<file path="src/hdl/fsm_pkg.sv">
// Package of codes, widths and timing constants for the slave state monitor
package fsm_pkg;
  // Clock rate and derived one-second and one-millisecond counts
  localparam int unsigned CLK_HZ = 25000000;
  localparam int unsigned SECOND_US = 1000000;
  localparam int unsigned MS_US = 1000;
  localparam int unsigned SECOND_CYC = CLK_HZ / 1000000 * SECOND_US;
  localparam int unsigned MS_CYC = CLK_HZ / 1000000 * MS_US;

  // Generic link status codes
  localparam logic [2:0] LINK_INIT = 3'h1;
  localparam logic [2:0] LINK_OP = 3'h3;
  localparam logic [2:0] LINK_FAULTED = 3'h4;
  localparam logic [2:0] LINK_FAILING = 3'h5;
  localparam logic [2:0] LINK_PREOP = 3'h6;

  // Reported slave state codes
  localparam logic [2:0] RUN_INIT = 3'h1;
  localparam logic [2:0] RUN_PREOP = 3'h3;
  localparam logic [2:0] RUN_SAFEOP = 3'h4;
  localparam logic [2:0] RUN_OP = 3'h5;

  // Requested-state encoding on the command port
  localparam logic [3:0] REQ_INIT = 4'h1;
  localparam logic [3:0] REQ_PREOP = 4'h2;
  localparam logic [3:0] REQ_BOOT = 4'h3;
  localparam logic [3:0] REQ_SAFEOP = 4'h4;
  localparam logic [3:0] REQ_OP = 4'h8;

  // Application-layer status codes
  localparam logic [15:0] AL_OK = 16'h0000;
  localparam logic [15:0] AL_BAD_CHANGE = 16'h0011;
  localparam logic [15:0] AL_UNKNOWN = 16'h0012;
  localparam logic [15:0] AL_NO_BOOT = 16'h0013;
  localparam logic [15:0] AL_SM_CFG = 16'h0017;
  localparam logic [15:0] AL_SM_WDOG = 16'h001b;

  // Operating mode and description-file select codes
  localparam logic [1:0] MODE_NONE = 2'h1;
  localparam logic [1:0] MODE_BYPASS = 2'h3;
  localparam logic [1:0] DSEL_OFF = 2'h1;
  localparam logic [1:0] DSEL_STATIC = 2'h3;

  // Frame counter widths: good frames to 9999, bad frames one digit to 9
  localparam int unsigned GOOD_W = 14;
  localparam logic [13:0] GOOD_MAX = 14'h270f;
  localparam logic [3:0] BAD_MAX = 4'h9;

  // Slave state, Gray along Init, PreOp, SafeOp, Op
  typedef enum logic [1:0] {
    ST_INIT = 2'b00,
    ST_PREOP = 2'b01,
    ST_SAFEOP = 2'b11,
    ST_OP = 2'b10
  } fsm_state_t;
endpackage : fsm_pkg

</file>
<file path="src/hdl/fsm_tick_if.sv">
// Interface carrying the time-base enables from divider to monitor
`timescale 1ns/10ps
interface fsm_tick_if;
  logic ms_tick;
  logic sec_tick;
  modport src (output ms_tick, output sec_tick);
  modport dst (input ms_tick, input sec_tick);
endinterface : fsm_tick_if

</file>
<file path="src/hdl/fsm_tick_gen.sv">
// Divider producing one-cycle millisecond and second enables
`timescale 1ns/10ps
module fsm_tick_gen #(
  parameter int unsigned MS_CYCLES = fsm_pkg::MS_CYC,
  parameter int unsigned SEC_MS = 1000
) (
  input wire logic core_clk_i,
  input wire logic rst_i,
  fsm_tick_if.src tick
);
  logic [15:0] cyc_reg;
  logic [9:0] ms_reg;

  // Millisecond enable; the second is counted in ms so both stay aligned
  always_ff @(posedge core_clk_i) begin
    if (rst_i) begin
      cyc_reg <= 16'h0000;
      ms_reg <= 10'h000;
      tick.ms_tick <= 1'b0;
      tick.sec_tick <= 1'b0;
    end else begin
      tick.ms_tick <= 1'b0;
      tick.sec_tick <= 1'b0;
      if (cyc_reg == 16'(MS_CYCLES - 1)) begin
        cyc_reg <= 16'h0000;
        tick.ms_tick <= 1'b1;
        if (ms_reg == 10'(SEC_MS - 1)) begin
          ms_reg <= 10'h000;
          tick.sec_tick <= 1'b1;
        end else begin
          ms_reg <= ms_reg + 10'h001;
        end
      end else begin
        cyc_reg <= cyc_reg + 16'h0001;
      end
    end
  end
endmodule : fsm_tick_gen

</file>
<file path="src/hdl/fsm_monitor.sv">
// Slave state machine, link status, status code and frame statistics
// What this block does
// RULE1 - Link status Initializing until connection opens
// RULE2 - PreOp or SafeOp command gives link code 6
// RULE3 - Op command gives link code 3
// RULE4 - Connection lost: Failing, then Faulted after timeout
// RULE5 - Report state codes 1,3,4,5; Init at start
// RULE6 - Master requests; device follows commanded state
// RULE7 - Process data watchdog expiry: SafeOp error 0x001B
// RULE8 - Bootstrap refused with 0x0013, Init with error
// RULE9 - Count good and bad frames per second
// RULE10 - Report operating mode codes 1,2,3
// RULE11 - Hold 16-bit status code; zero means OK
// RULE12 - Result is a state plus separate error flag
// RULE13 - Illegal transitions 0x0011, unknown 0x0012, stay errored
// RULE14 - Bad sync-manager config on transition: 0x0017
// RULE15 - Codes 0x0018-0x001A give SafeOp with error
// RULE16 - 0x001C SafeOp error; 0x001D-0x001F PreOp error
// RULE17 - Codes 0x0024-0x0029 leave PreOp with error
// RULE18 - DC config errors: PreOp or SafeOp by phase
// RULE19 - Codes 0x0020-0x0023 reported with error state
// RULE20 - Sync faults SafeOp error; 0x002A PreOp error
// RULE21 - Report watchdog time in milliseconds
// RULE22 - Report select mode, product code, revision
// RULE23 - Fault delay is watchdog plus timeout seconds
// RULE24 - Error latched until a valid change clears it
`timescale 1ns/10ps
module fsm_monitor #(
  parameter int unsigned MS_CYCLES = fsm_pkg::MS_CYC,
  parameter int unsigned SEC_MS = 1000
) (
  input wire logic core_clk_i,
  input wire logic rst_i,
  input wire logic conn_open_i,
  input wire logic req_valid_i,
  input wire logic [3:0] req_state_i,
  input wire logic fault_valid_i,
  input wire logic [15:0] fault_code_i,
  input wire logic sm_cfg_ok_i,
  input wire logic pd_good_i,
  input wire logic pd_bad_i,
  input wire logic [15:0] wdog_ms_i,
  input wire logic [15:0] comm_timeout_s_i,
  input wire logic [15:0] station_alias_i,
  input wire logic [1:0] op_mode_i,
  input wire logic [1:0] description_file_select_i,
  input wire logic [31:0] product_code_i,
  input wire logic [15:0] revision_i,
  output logic [2:0] generic_link_status_o,
  output logic [2:0] slave_state_o,
  output logic error_flag_o,
  output logic [15:0] al_status_o,
  output logic [13:0] good_frames_o,
  output logic [3:0] bad_frames_o,
  output logic [1:0] op_mode_o,
  output logic [15:0] wdog_ms_o,
  output logic [15:0] station_alias_o,
  output logic [1:0] description_file_select_o,
  output logic [31:0] product_code_o,
  output logic [15:0] revision_o
);
  fsm_tick_if tick_bus ();
  fsm_pkg::fsm_state_t state_reg;
  fsm_pkg::fsm_state_t state_next;
  logic err_next;
  logic [15:0] code_next;
  logic take_next;
  logic conn_s1_reg;
  logic conn_s2_reg;
  logic conn_s3_reg;
  logic conn_reg;
  logic seen_conn_reg;
  logic lost_reg;
  logic [15:0] pd_ms_reg;
  logic [15:0] fail_ms_reg;
  logic [15:0] fail_s_reg;
  logic [13:0] good_cnt_reg;
  logic [3:0] bad_cnt_reg;

  fsm_tick_gen #(
    .MS_CYCLES(MS_CYCLES),
    .SEC_MS(SEC_MS)
  ) u_tick (
    .core_clk_i(core_clk_i),
    .rst_i(rst_i),
    .tick(tick_bus.src)
  );

  // Map internal state to the reported run code
  function automatic logic [2:0] run_code(input fsm_pkg::fsm_state_t s);
    unique case (s)
      fsm_pkg::ST_INIT: run_code = fsm_pkg::RUN_INIT;
      fsm_pkg::ST_PREOP: run_code = fsm_pkg::RUN_PREOP;
      fsm_pkg::ST_SAFEOP: run_code = fsm_pkg::RUN_SAFEOP;
      fsm_pkg::ST_OP: run_code = fsm_pkg::RUN_OP;
    endcase
  endfunction : run_code

  // Three-stage synchroniser; change counts when stages two and three agree
  always_ff @(posedge core_clk_i) begin
    if (rst_i) begin
      conn_s1_reg <= 1'b0;
      conn_s2_reg <= 1'b0;
      conn_s3_reg <= 1'b0;
      conn_reg <= 1'b0;
    end else begin
      conn_s1_reg <= conn_open_i;
      conn_s2_reg <= conn_s1_reg;
      conn_s3_reg <= conn_s2_reg;
      if (conn_s2_reg == conn_s3_reg) begin
        conn_reg <= conn_s3_reg;
      end
    end
  end

  // Next state, error and code; faults win over requests in one cycle
  always_comb begin
    state_next = state_reg;
    err_next = error_flag_o;
    code_next = al_status_o;
    take_next = 1'b0;
    if (!conn_reg) begin
      state_next = fsm_pkg::ST_INIT; // RULE5
      take_next = 1'b1;
    end else if (state_reg == fsm_pkg::ST_OP && tick_bus.ms_tick &&
                 wdog_ms_i != 16'h0000 && pd_ms_reg >= wdog_ms_i) begin
      state_next = fsm_pkg::ST_SAFEOP; // RULE7
      err_next = 1'b1; // RULE12
      code_next = fsm_pkg::AL_SM_WDOG; // RULE7
      take_next = 1'b1;
    end else if (fault_valid_i && fault_code_i != fsm_pkg::AL_OK) begin
      err_next = 1'b1; // RULE12
      code_next = fault_code_i; // RULE11 RULE19
      take_next = 1'b1;
      unique case (fault_code_i)
        16'h0018, 16'h0019, 16'h001a, 16'h001b, 16'h001c, 16'h002b,
        16'h002c, 16'h002d, 16'h0032, 16'h0033: begin
          if (state_reg != fsm_pkg::ST_INIT &&
              state_reg != fsm_pkg::ST_PREOP) begin
            state_next = fsm_pkg::ST_SAFEOP; // RULE15 RULE16 RULE20
          end
        end
        16'h001d, 16'h001e, 16'h001f, 16'h002a, 16'h0024, 16'h0025,
        16'h0026, 16'h0027, 16'h0028, 16'h0029: begin
          if (state_reg != fsm_pkg::ST_INIT) begin
            state_next = fsm_pkg::ST_PREOP; // RULE16 RULE17 RULE20
          end
        end
        16'h0030, 16'h0031: begin
          // Found entering SafeOp we sit in PreOp; later phases drop
          if (state_reg == fsm_pkg::ST_OP) begin
            state_next = fsm_pkg::ST_SAFEOP; // RULE18
          end
        end
        16'h0021: state_next = fsm_pkg::ST_INIT; // RULE19
        16'h0022, 16'h0023: begin
          if (state_reg == fsm_pkg::ST_OP) begin
            state_next = fsm_pkg::ST_SAFEOP; // RULE19
          end
        end
        default: state_next = state_reg; // Other codes: current + error
      endcase
    end else if (req_valid_i) begin
      take_next = 1'b1;
      unique case (req_state_i)
        fsm_pkg::REQ_BOOT: begin
          err_next = 1'b1; // RULE8
          if (state_reg == fsm_pkg::ST_INIT) begin
            code_next = fsm_pkg::AL_NO_BOOT; // RULE8
          end else begin
            code_next = fsm_pkg::AL_BAD_CHANGE; // RULE13
          end
        end
        fsm_pkg::REQ_INIT, fsm_pkg::REQ_PREOP: begin
          state_next = (req_state_i == fsm_pkg::REQ_INIT) ?
                       fsm_pkg::ST_INIT : fsm_pkg::ST_PREOP; // RULE6
          err_next = 1'b0; // RULE24
          code_next = fsm_pkg::AL_OK; // RULE24
        end
        fsm_pkg::REQ_SAFEOP: begin
          if (state_reg == fsm_pkg::ST_INIT) begin
            err_next = 1'b1;
            code_next = fsm_pkg::AL_BAD_CHANGE; // RULE13
          end else if (state_reg == fsm_pkg::ST_PREOP && !sm_cfg_ok_i) begin
            err_next = 1'b1;
            code_next = fsm_pkg::AL_SM_CFG; // RULE14
          end else begin
            state_next = fsm_pkg::ST_SAFEOP; // RULE6
            err_next = 1'b0; // RULE24
            code_next = fsm_pkg::AL_OK;
          end
        end
        fsm_pkg::REQ_OP: begin
          if (state_reg == fsm_pkg::ST_INIT ||
              state_reg == fsm_pkg::ST_PREOP) begin
            err_next = 1'b1;
            code_next = fsm_pkg::AL_BAD_CHANGE; // RULE13
          end else if (state_reg == fsm_pkg::ST_SAFEOP && !sm_cfg_ok_i) begin
            err_next = 1'b1;
            code_next = fsm_pkg::AL_SM_CFG; // RULE14
          end else begin
            state_next = fsm_pkg::ST_OP; // RULE6
            err_next = 1'b0; // RULE24
            code_next = fsm_pkg::AL_OK;
          end
        end
        default: begin
          err_next = 1'b1;
          code_next = fsm_pkg::AL_UNKNOWN; // RULE13
        end
      endcase
    end
  end

  // Slave state, error flag and status code latch
  always_ff @(posedge core_clk_i) begin
    if (rst_i) begin
      state_reg <= fsm_pkg::ST_INIT; // RULE5
      error_flag_o <= 1'b0;
      al_status_o <= fsm_pkg::AL_OK;
      slave_state_o <= fsm_pkg::RUN_INIT;
    end else begin
      if (take_next && conn_reg) begin
        error_flag_o <= err_next; // RULE24
        al_status_o <= code_next; // RULE11
      end
      state_reg <= state_next;
      slave_state_o <= run_code(state_next); // RULE5
    end
  end

  // Process-data age in ms; restarts on every good frame
  always_ff @(posedge core_clk_i) begin
    if (rst_i || pd_good_i || state_reg != fsm_pkg::ST_OP) begin
      pd_ms_reg <= 16'h0000;
    end else if (tick_bus.ms_tick && pd_ms_reg != 16'hffff) begin
      pd_ms_reg <= pd_ms_reg + 16'h0001;
    end
  end

  // Connection history: failing only after a connection once existed
  always_ff @(posedge core_clk_i) begin
    if (rst_i) begin
      seen_conn_reg <= 1'b0;
      lost_reg <= 1'b0;
    end else if (conn_reg) begin
      seen_conn_reg <= 1'b1;
      lost_reg <= 1'b0;
    end else if (seen_conn_reg) begin
      lost_reg <= 1'b1;
    end
  end

  // Failing timer: watchdog ms first, then timeout seconds
  always_ff @(posedge core_clk_i) begin
    if (rst_i || !lost_reg) begin
      fail_ms_reg <= 16'h0000;
      fail_s_reg <= 16'h0000;
    end else begin
      if (tick_bus.ms_tick && fail_ms_reg < wdog_ms_i) begin
        fail_ms_reg <= fail_ms_reg + 16'h0001; // RULE23
      end
      if (tick_bus.sec_tick && fail_ms_reg >= wdog_ms_i &&
          fail_s_reg < comm_timeout_s_i) begin
        fail_s_reg <= fail_s_reg + 16'h0001; // RULE23
      end
    end
  end

  // Generic link status
  always_ff @(posedge core_clk_i) begin
    if (rst_i) begin
      generic_link_status_o <= fsm_pkg::LINK_INIT; // RULE1
    end else if (!seen_conn_reg && !conn_reg) begin
      generic_link_status_o <= fsm_pkg::LINK_INIT; // RULE1
    end else if (lost_reg) begin
      if (fail_ms_reg >= wdog_ms_i && fail_s_reg >= comm_timeout_s_i) begin
        generic_link_status_o <= fsm_pkg::LINK_FAULTED; // RULE4
      end else begin
        generic_link_status_o <= fsm_pkg::LINK_FAILING; // RULE4
      end
    end else if (state_next == fsm_pkg::ST_OP) begin
      generic_link_status_o <= fsm_pkg::LINK_OP; // RULE3
    end else if (state_next != fsm_pkg::ST_INIT) begin
      generic_link_status_o <= fsm_pkg::LINK_PREOP; // RULE2
    end
  end

  // Per-second frame counts; saturate rather than wrap
  always_ff @(posedge core_clk_i) begin
    if (rst_i) begin
      good_cnt_reg <= 14'h0000;
      bad_cnt_reg <= 4'h0;
      good_frames_o <= 14'h0000;
      bad_frames_o <= 4'h0;
    end else if (tick_bus.sec_tick) begin
      good_frames_o <= good_cnt_reg; // RULE9
      bad_frames_o <= bad_cnt_reg; // RULE9
      good_cnt_reg <= {13'h0000, pd_good_i};
      bad_cnt_reg <= {3'h0, pd_bad_i};
    end else begin
      if (pd_good_i && good_cnt_reg != fsm_pkg::GOOD_MAX) begin
        good_cnt_reg <= good_cnt_reg + 14'h0001;
      end
      if (pd_bad_i && bad_cnt_reg != fsm_pkg::BAD_MAX) begin
        bad_cnt_reg <= bad_cnt_reg + 4'h1;
      end
    end
  end

  // Monitor values registered so every output comes from a flip-flop
  always_ff @(posedge core_clk_i) begin
    if (rst_i) begin
      op_mode_o <= fsm_pkg::MODE_NONE;
      wdog_ms_o <= 16'h0000;
      station_alias_o <= 16'h0000;
      description_file_select_o <= fsm_pkg::DSEL_OFF;
      product_code_o <= 32'h00000000;
      revision_o <= 16'h0000;
    end else begin
      // Code 0 is not a legal mode; shown as undefined
      op_mode_o <= (op_mode_i == 2'h0) ? fsm_pkg::MODE_NONE
                   : op_mode_i; // RULE10
      wdog_ms_o <= wdog_ms_i; // RULE21
      station_alias_o <= station_alias_i;
      description_file_select_o <= (description_file_select_i == 2'h0) ?
                                   fsm_pkg::DSEL_OFF
                                   : description_file_select_i; // RULE22
      product_code_o <= product_code_i; // RULE22
      revision_o <= revision_i; // RULE22
    end
  end

  // Boot request from Init refuses with its own code and error
  a_boot_refused: assert property (@(posedge core_clk_i) disable iff (rst_i)
    conn_reg && !fault_valid_i && req_valid_i && req_state_i == 4'h3 &&
    state_reg == fsm_pkg::ST_INIT |=> al_status_o == 16'h0013 &&
    error_flag_o && slave_state_o == 3'h1) // RULE8
    else $error("boot request not refused");

  a_illegal_op: assert property (@(posedge core_clk_i) disable iff (rst_i)
    conn_reg && !fault_valid_i && req_valid_i && req_state_i == 4'h8 &&
    state_reg == fsm_pkg::ST_PREOP && !(tick_bus.ms_tick &&
    state_reg == fsm_pkg::ST_OP) |=> al_status_o == 16'h0011 &&
    slave_state_o == 3'h3) // RULE13
    else $error("preop to op not rejected");

  // Without a synced connection the reported state must fall to Init
  a_state_code: assert property (@(posedge core_clk_i) disable iff (rst_i)
    !conn_reg |=> slave_state_o == 3'h1) // RULE5
    else $error("slave state not init without connection");

  a_wdog_drop: assert property (@(posedge core_clk_i) disable iff (rst_i)
    conn_reg && state_reg == fsm_pkg::ST_OP && tick_bus.ms_tick &&
    wdog_ms_i != 16'h0000 && pd_ms_reg >= wdog_ms_i
    |=> slave_state_o == 3'h4 && al_status_o == 16'h001b) // RULE7
    else $error("watchdog did not drop to safeop");

  // Link status follows the state being entered, so a fault that drops
  // Op in this cycle must not be held to the operational code
  a_link_op: assert property (@(posedge core_clk_i) disable iff (rst_i)
    conn_reg && !lost_reg && state_next == fsm_pkg::ST_OP
    |=> generic_link_status_o == 3'h3) // RULE3
    else $error("link status not operational");

  a_link_init: assert property (@(posedge core_clk_i) disable iff (rst_i)
    !seen_conn_reg && !$past(seen_conn_reg) && !$past(conn_reg)
    |-> generic_link_status_o == 3'h1) // RULE1
    else $error("link status left init early");

  a_error_hold: assert property (@(posedge core_clk_i) disable iff (rst_i)
    error_flag_o && !req_valid_i && conn_reg
    |=> error_flag_o) // RULE24
    else $error("error flag cleared without request");

  a_sec_counts: assert property (@(posedge core_clk_i) disable iff (rst_i)
    tick_bus.sec_tick |=> good_frames_o == $past(good_cnt_reg)) // RULE9
    else $error("good frame count not published");
endmodule : fsm_monitor

</file>
<file path="config.mk">
export PLATFORM = sky130hd
export DESIGN_NAME = fsm_monitor
export DESIGN_NICKNAME = d
export VERILOG_FILES = /design/src/hdl/fsm_pkg.sv /design/src/hdl/fsm_tick_if.sv /design/src/hdl/fsm_tick_gen.sv /design/src/hdl/fsm_monitor.sv
export SDC_FILE = /design/constraint.sdc
export NUM_CORES = 1
export LEC_CHECK = 0
export BUFFER_PORTS_ARGS = -buffer_cell sky130_fd_sc_hd__buf_4
export CORE_ASPECT_RATIO = 1.2
export CORE_MARGIN = 2
export CORE_UTILIZATION = 40
export CTS_BUF_LIST = sky130_fd_sc_hd__clkbuf_4 sky130_fd_sc_hd__clkbuf_8
export CTS_CLUSTER_DIAMETER = 150
export CTS_CLUSTER_SIZE = 10
export DETAILED_ROUTE_END_ITERATION = 8
export PLACE_DENSITY_LB_ADDON = 0.3
export SETUP_SLACK_MARGIN = 0.15
export SYNTH_ARGS = -nofsm -noshare
export SYNTH_HDL_FRONTEND = slang
export SYNTH_SLANG_ARGS = --single-unit
</file>
<file path="constraint.sdc">
create_clock -name core_clk_i -period 3.2 [get_ports core_clk_i]
set_input_delay 0 -clock core_clk_i [delete_from_list [all_inputs] [get_ports core_clk_i]]
set_output_delay 0 -clock core_clk_i [all_outputs]
set_load 0.005 [all_outputs]
</file>
==> results of run 1 <==
-- kinds of logic (layout without fill, tap and decap cells) --
| logic type | after synthesis | count (layout) | synth area share |
|---|---|---|---|
| and+or+nand+nor | 473 | 473 | 0.2541 |
| DFF | 227 | 227 | 0.4517 |
| AOI/OAI and AO/OA | 161 | 161 | 0.1106 |
| buffers and inverters | 99 | 461 | 0.03868 |
| adders and majority gates | 56 | 56 | 0.06965 |
| xor gates and xnor gates | 45 | 45 | 0.03918 |
| muxes | 35 | 35 | 0.03607 |
-- power by group --
group	internal, mW	total, mW	switching [mW]
clock network	0.730	1.71	0.984
logic	0.337	0.565	0.228
registers	2.89	2.92	0.0262
-- cells in the final DEF (no fill, tap or decap), types with 3 or more instances in the layout --
master / netlist / final
o21a_1: 7 / 7
and2_1: 4 / 4
or3b_2: 5 / 5
a32o_1: 12 / 12
a221oi_1: 4 / 4
xor2_1: 22 / 22
a211oi_1: 4 / 4
o31ai_1: 18 / 18
nor4b_1: 8 / 8
nor4_1: 21 / 20
nand4_1: 21 / 21
o21ai_0: 24 / 24
nor2b_1: 72 / 72
a2111oi_0: 3 / 3
ha_1: 56 / 56
buf_4: 1 / 260
nand3b_1: 3 / 3
nor3_1: 12 / 12
and3_1: 17 / 17
o2111ai_1: 4 / 4
nand2_1: 75 / 75
nor3b_1: 5 / 4
xnor2_1: 23 / 23
o211ai_1: 4 / 4
inv_1: 52 / 52
clkbuf_8: 0 / 26
nand3_1: 40 / 40
a21oi_1: 56 / 56
mux2i_1: 34 / 34
or3_1: 24 / 24
dfxtp_1: 227 / 227
and4_1: 9 / 9
nand2b_1: 9 / 9
nor2_1: 114 / 114
dlygate4sd3_1: 0 / 120
or4_1: 23 / 23
-- worst max-delay path, delay by kind of cell, from the launching register on --
kind                     cells  cell delay [ns]
AO/OA/AOI/OAI                5             1.00
buffers and inverters        1             0.54
AND/OR/NAND/NOR              1             0.44
flip-flops                   1             0.42
adder cells (fa/ha/maj)      1             0.28
-- final timing paths --
path	from	end	slack [ns]	depth (start not counted)
setup / recovery	pd_ms_reg[15]	al_status_o[4]	0.43	8
hold / removal	req_state_i[0]	generic_link_status_o[2]	0.08	5
setup reg to reg	pd_ms_reg[15]	al_status_o[4]	0.43	8
hold reg to reg	u_tick.cyc_reg[0]	u_tick.cyc_reg[0]	0.44	1
-- layout make-up --
cell class              count  area (µm²)  share of cell area
clock inverters             2       13.76           0.0009965
repair buffers            380        3153              0.2283
clock buffers              26       357.8             0.02591
flip-flops and latches    227        4544              0.3290
multi-input cells         770        5137              0.3720
well taps                 325       406.6             0.02944
inverters                  53       198.9             0.01440
-- through the flow --
| stage | hold WS [ns] | instances | utilization |
|---|---|---|---|
| after floorplan | 0.1015 | 1096 | - |
| after global placement | 0.1835 | 1635 | 0.4945 |
| after detailed placement | 0.1883 | 1635 | 0.4945 |
| after CTS | 0.03619 | 1783 | 0.5580 |
| after global routing | 0.1384 | 1783 | 0.5580 |
| final | 0.07889 | 1783 | 0.5580 |
-- layer usage --
layer | track usage | vias to the layer above
met5 | 0 | -
met4 | 0.06270 | 0
met3 | 0.04756 | 47
met2 | 0.3750 | 311
met1 | 0.2459 | 4257
li1 | - | 4604
==> summary.md, run 1 <==
| Metric | Value |
|---|---|
| CP peak stage delay | `0.54 ns` |
| Largest register FFs | `32` |
| CP Data Required Time | `3.65 ns` |
| Clock tree from TritonCTS | `done` |
| Horizontal die dimension | `148.8 µm` |
| Die Outline Area | `0.02644 mm²` |
| First-pass iteration count of the detailed router | `6` |
| Count of distinct cell types in the synthesized netlist | `67` |
| Hold buffer count at CTS | `120` |
| GRT Residual Overflow | `0` |
| Maximum fanout along the worst path | `7` |
| Slew at the pin closest to its max-slew limit | `0.9247 ns` |
| Max_slew headroom | `0.3812` |
| Share of Yosys cell area claimed by the top area cell type | `0.4517` |
| Type of element launching the critical path | `flip-flop` |
| Worst-case setup slack after placement | `0.4479 ns` |
| Net count of the mapped netlist | `1280` |
| Die span in y | `177.7 µm` |
| Cell chosen for the clock root | `clkbuf_8` |
| # setup viols final | `0` |
| Global-route usage over all layers | `0.2083` |
| Leading cell types by total area after synthesis | `dfxtp_1 (45%), ha_1 (7.0%), nor2b_1 (4.5%)` |
| Wire length of the first global-routing pass | `45040 µm` |
| Synthesized cell area | `0.01006 mm²` |
| Fmax | `360.6 MHz` |
| Number of setup buffers added after CTS | `0` |
| Worst Skew | `0.02280 ns` |
| Resized Gates After CTS | `0` |
| Count leader, synth | `dfxtp_1` |
| Sequential element share of the synthesized area | `0.4517` |
| Final Net Count | `1642` |
| Setup TNS Final | `0 ns` |
| Data arrival time at the worst-slack endpoint | `3.23 ns` |
| Capturing element type of the critical path | `flip-flop` |
| Detailed router's first-iteration violation count | `352` |
| Outcome | `completed` |
| Layout fillers | `2192` |
| Post-detailed-route via-to-cell ratio | `5.170` |
| Top_reg_cell synth | `dfxtp_1` |
| Sink count of the clock tree | `227` |
| Met2 Routed Length | `13740 µm` |
| Path type of the worst setup path | `flip-flop to flip-flop` |
| Metal3 WL | `2116 µm` |
| Max capacitance violation total | `0` |
| DP Wirelength | `19090 µm` |
| Routability congestion estimate from global placement | `0.8319` |
| Count of warnings emitted by yosys | `0` |
| Number of synthesized flops with an enable pin | `0` |
| Maximum number of pins on one net before global-route repair | `66` |
| Number of register bits inferred by synthesis | `227` |
| Number of buffers inserted during clock tree synthesis | `26` |
| DRC violations left | `0` |
| Vias in the first global route | `9270` |
| Crit path time final | `2.773 ns` |
| Number of cell rows | `63` |
| Chain of cells forming the critical path | `ha_1 -> a21oi_1 -> o21ai_0 -> nor3_1 -> a21o_1 -> a21oi_1 -> o221a_2 -> dlygate4sd3_1` |
| Sum of routed wire length over all layers | `28020 µm` |
| Post-detailed-route count of antenna-violating nets | `0` |
| Number of input and output port buffers inserted | `252` |
| Leakage component of the power | `5.613 nW` |
| Latest clock arrival within the worst-skew pair | `0.56 ns` |
| Total power consumption of the routed design | `5.195 mW` |
| Finished Cell Area | `0.01381 mm²` |
| Hold Vio Cnt, Final | `0` |
| Most common cell type on the critical path | `a21oi_1` |
| Proportion of register bits with asynchronous set or reset after synthesis | `0` |
| Core region area | `0.02475 mm²` |
| Longest Clk Path Bufs | `3` |
| Starting density of the core | `0.4064` |
| Pwr Density | `376.1 mW/mm²` |
| Clk slew on worst S/H paths | `0.08 ns` |
| Avg WL per Cell | `15.72 µm` |
| Layout Area Growth over Synthesis | `37.30%` |
| Worst voltage drop across the vdd grid | `0.0003104 V` |
| Max-slew violation count | `0` |
| Total number of vias | `9219` |
| Hold crit path type | `input pin to flip-flop` |
| Leading cell types by count after synthesis | `dfxtp_1 (227), nor2_1 (114), nand2_1 (75), nor2b_1 (72)` |
| Slowest CP cell | `dlygate4sd3_1` |
| Io pins | `253` |
| Count of antenna diodes in the layout | `0` |
| Antenna violations before repair | `0` |
| Top routing layer in use | `met4` |
| H-tree level count | `1` |
| Largest register by flop count | `product_code_o` |
| Synth area leader | `dfxtp_1` |
| Post-synthesis average cell area | `9.179 µm²` |
| DRT met1 WL | `11560 µm` |
| Placed Area | `0.01224 mm²` |
| Fraction of final layout cells with drive strength greater than 1 | `0.2119` |
| Final worst slack | `0.4269 ns` |
| Period utilization | `0.8666` |
| Synth Instances | `1096` |
| Setup repair after global routing missed its margin | `false` |
Note: power is estimated with default switching activity, not from simulation.
==> run 2, diff against run 1 <==
ABC_CLOCK_PERIOD_IN_PS = 3200   (was default)
CORE_ASPECT_RATIO = 1.4   (was 1.2)
==> run 2 against run 1 <==
Utilization up 0.30 points. Sequential share of layout area down 0.071 points. Die area about the same. Critical endpoint unchanged. Fmax down 1.0%. Flip-flop and latch count unchanged. Hold slack better by 0.027 ns. Global-route usage down 0.57 points. Setup slack worse by 0.028 ns. Clock power about the same.
==> summary.md, run 2 (synthesized netlist as in run 1, its figures left out) <==
| Metric | Value |
|---|---|
| Leakage component of the power | `5.639 nW` |
| Maximum fanout along the worst path | `7` |
| Max capacitance violation total | `0` |
| Post-detailed-route count of antenna-violating nets | `0` |
| R2r worst-path depth | `8` |
| Clock tree from TritonCTS | `done` |
| Finished Layout Cells | `1777` |
| Data arrival time at the worst-slack endpoint | `3.30 ns` |
| Outcome | `completed` |
| Fraction of final layout cells with drive strength greater than 1 | `0.2120` |
| Hold Vio Cnt, Final | `0` |
| Crit path time final | `2.801 ns` |
| Setup TNS Final | `0 ns` |
| Chain of cells forming the critical path | `ha_1 -> o2111ai_1 -> a311oi_1 -> o2111ai_1 -> a21o_1 -> a41oi_1 -> o221a_2 -> dlygate4sd3_1` |
| Total power consumption of the routed design | `5.197 mW` |
| Global-route usage over all layers | `0.2026` |
| Switching share of power | `0.2346` |
| Die Outline Area | `0.02645 mm²` |
| Type of element launching the critical path | `flip-flop` |
| H-tree level count | `1` |
| Max_slew headroom | `0.4050` |
| Slew at the pin closest to its max-slew limit | `0.8892 ns` |
| Number of input and output port buffers inserted | `252` |
| Metal3 WL | `1826 µm` |
| Clk slew on worst S/H paths | `0.08 ns` |
| Most used cells in the layout excluding fill and tap cells | `buf_4 (261), dfxtp_1 (227), dlygate4sd3_1 (123), nor2_1 (114), nand2_1 (75)` |
| Number of logic stages on the critical path including buffering | `8` |
| Avg WL per Cell | `15.55 µm` |
| # setup viols final | `0` |
| Internal Pwr Total | `3.978 mW` |
| Antenna violations before repair | `1` |
| Fmax | `357.0 MHz` |
| Count of antenna diodes in the layout | `0` |
| Worst path bufs/invs | `1` |
| Worst voltage drop across the vdd grid | `0.0003509 V` |
| Largest register FFs | `32` |
| Worst Skew | `0.01599 ns` |
| Period utilization | `0.8754` |
| DP Wirelength | `18930 µm` |
| Hold crit path type | `input pin to flip-flop` |
| Total number of vias | `9225` |
| Number of stages on the worst hold path | `4` |
| Final core utilization | `0.5610` |
| Hold buffer count at CTS | `123` |
| Pwr Density | `375.5 mW/mm²` |
| Most common library cell in the layout ignoring fill and taps | `buf_4` |
| Cell chosen for the clock root | `clkbuf_8` |
| Fin Hold WS | `0.1057 ns` |
| Starting density of the core | `0.4077` |
| Sink count of the clock tree | `227` |
| Capturing element type of the critical path | `flip-flop` |
| DRC violations left | `0` |
| Die span in y | `191.6 µm` |
| CP Data Required Time | `3.70 ns` |
| Number of buffers inserted during clock tree synthesis | `26` |
| Part of the total power dissipated in combinational logic | `0.109` |
| Wire length of the first global-routing pass | `44640 µm` |
| Core region area | `0.02467 mm²` |
| Vias in the first global route | `9273` |
| CP peak stage delay | `0.53 ns` |
| Slowest CP cell | `dlygate4sd3_1` |
| Final Net Count | `1646` |
| Layout Area Growth over Synthesis | `37.60%` |
| First-pass iteration count of the detailed router | `4` |
| Setup repair after global routing missed its margin | `false` |
| Number of setup buffers added after CTS | `0` |
| Path type of the worst setup path | `flip-flop to flip-flop` |
| Most common cell type on the critical path | `o2111ai_1` |
| DRT met1 WL | `10870 µm` |
| Maximum number of pins on one net before global-route repair | `57` |
| Longest Clk Path Bufs | `3` |
| Sum of routed wire length over all layers | `27630 µm` |
| GRT Residual Overflow | `0` |
| Part of the power in registers | `0.561` |
| Detailed router's first-iteration violation count | `397` |
| Top routing layer in use | `met5` |
| Placed cell count | `1626` |
| Cell family with most CP delay | `compound AO/OA/AOI/OAI gates` |
| Largest register by flop count | `product_code_o` |
| Switching power of the nets | `1.220 mW` |
| Post-detailed-route via-to-cell ratio | `5.191` |
| Routability congestion estimate from global placement | `0.8336` |
| Latest clock arrival within the worst-skew pair | `0.55 ns` |
| Number of cell rows | `68` |
| Horizontal die dimension | `138.0 µm` |
| Io pins | `253` |
| Max-slew violation count | `0` |
| Clock Power Share | `0.330` |
| Resized Gates After CTS | `0` |
| Met2 Routed Length | `14170 µm` |
[run 2: area by class of cell]
class	instances	area, µm²
multi-input cells	770	5137
clock inverters	1	5.005
fillers	2214	10830
inverters	53	198.9
repair buffers	384	3191
clock buffers	27	371.6
flip-flops and latches	227	4544
well taps	315	394.1
[run 2: metal layers]
metal | up-vias | GRT usage
met4 | 2 | 0.06633
met2 | 271 | 0.3797
met3 | 54 | 0.04911
met5 | - | 0
li1 | 4603 | -
met1 | 4295 | 0.2246
[run 2: power by group through the flow]
| stage | logic, mW | clock network [mW] | registers, mW |
|---|---|---|---|
| 2_1_floorplan | 0.168 | 0 | 2.98 |
| 3_3_place_gp | 0.429 | 0 | 2.98 |
| 3_5_place_dp | 0.438 | 0 | 2.98 |
| 4_1_cts | 0.558 | 1.78 | 2.91 |
| 5_1_grt | 0.618 | 1.89 | 2.92 |
| 6_report | 0.567 | 1.71 | 2.92 |
[run 2: through the flow]
stage	setup WS (ns)	area, µm²
final	0.3989	13840
after global placement	0.5341	12230
after global routing	0.2205	13840
after floorplan	0.9339	10060
after CTS	0.3937	13840
after detailed placement	0.4858	12230
[run 2: final timing paths]
path                                 startpoint        endpoint  slack, ns
worst max-delay path              pd_ms_reg[10]  al_status_o[4]       0.40
worst min-delay path            fault_code_i[1]  al_status_o[1]       0.11
worst max register to register    pd_ms_reg[10]  al_status_o[4]       0.40
worst min register to register      conn_s1_reg     conn_s2_reg       0.44
[run 2: worst register-to-register path: stages (launching register included)]
cell,delay [ns]
dfxtp_1,0.35
ha_1,0.34
o2111ai_1,0.12
a311oi_1,0.34
o2111ai_1,0.23
a21o_1,0.31
a41oi_1,0.30
o221a_2,0.22
dlygate4sd3_1,0.53
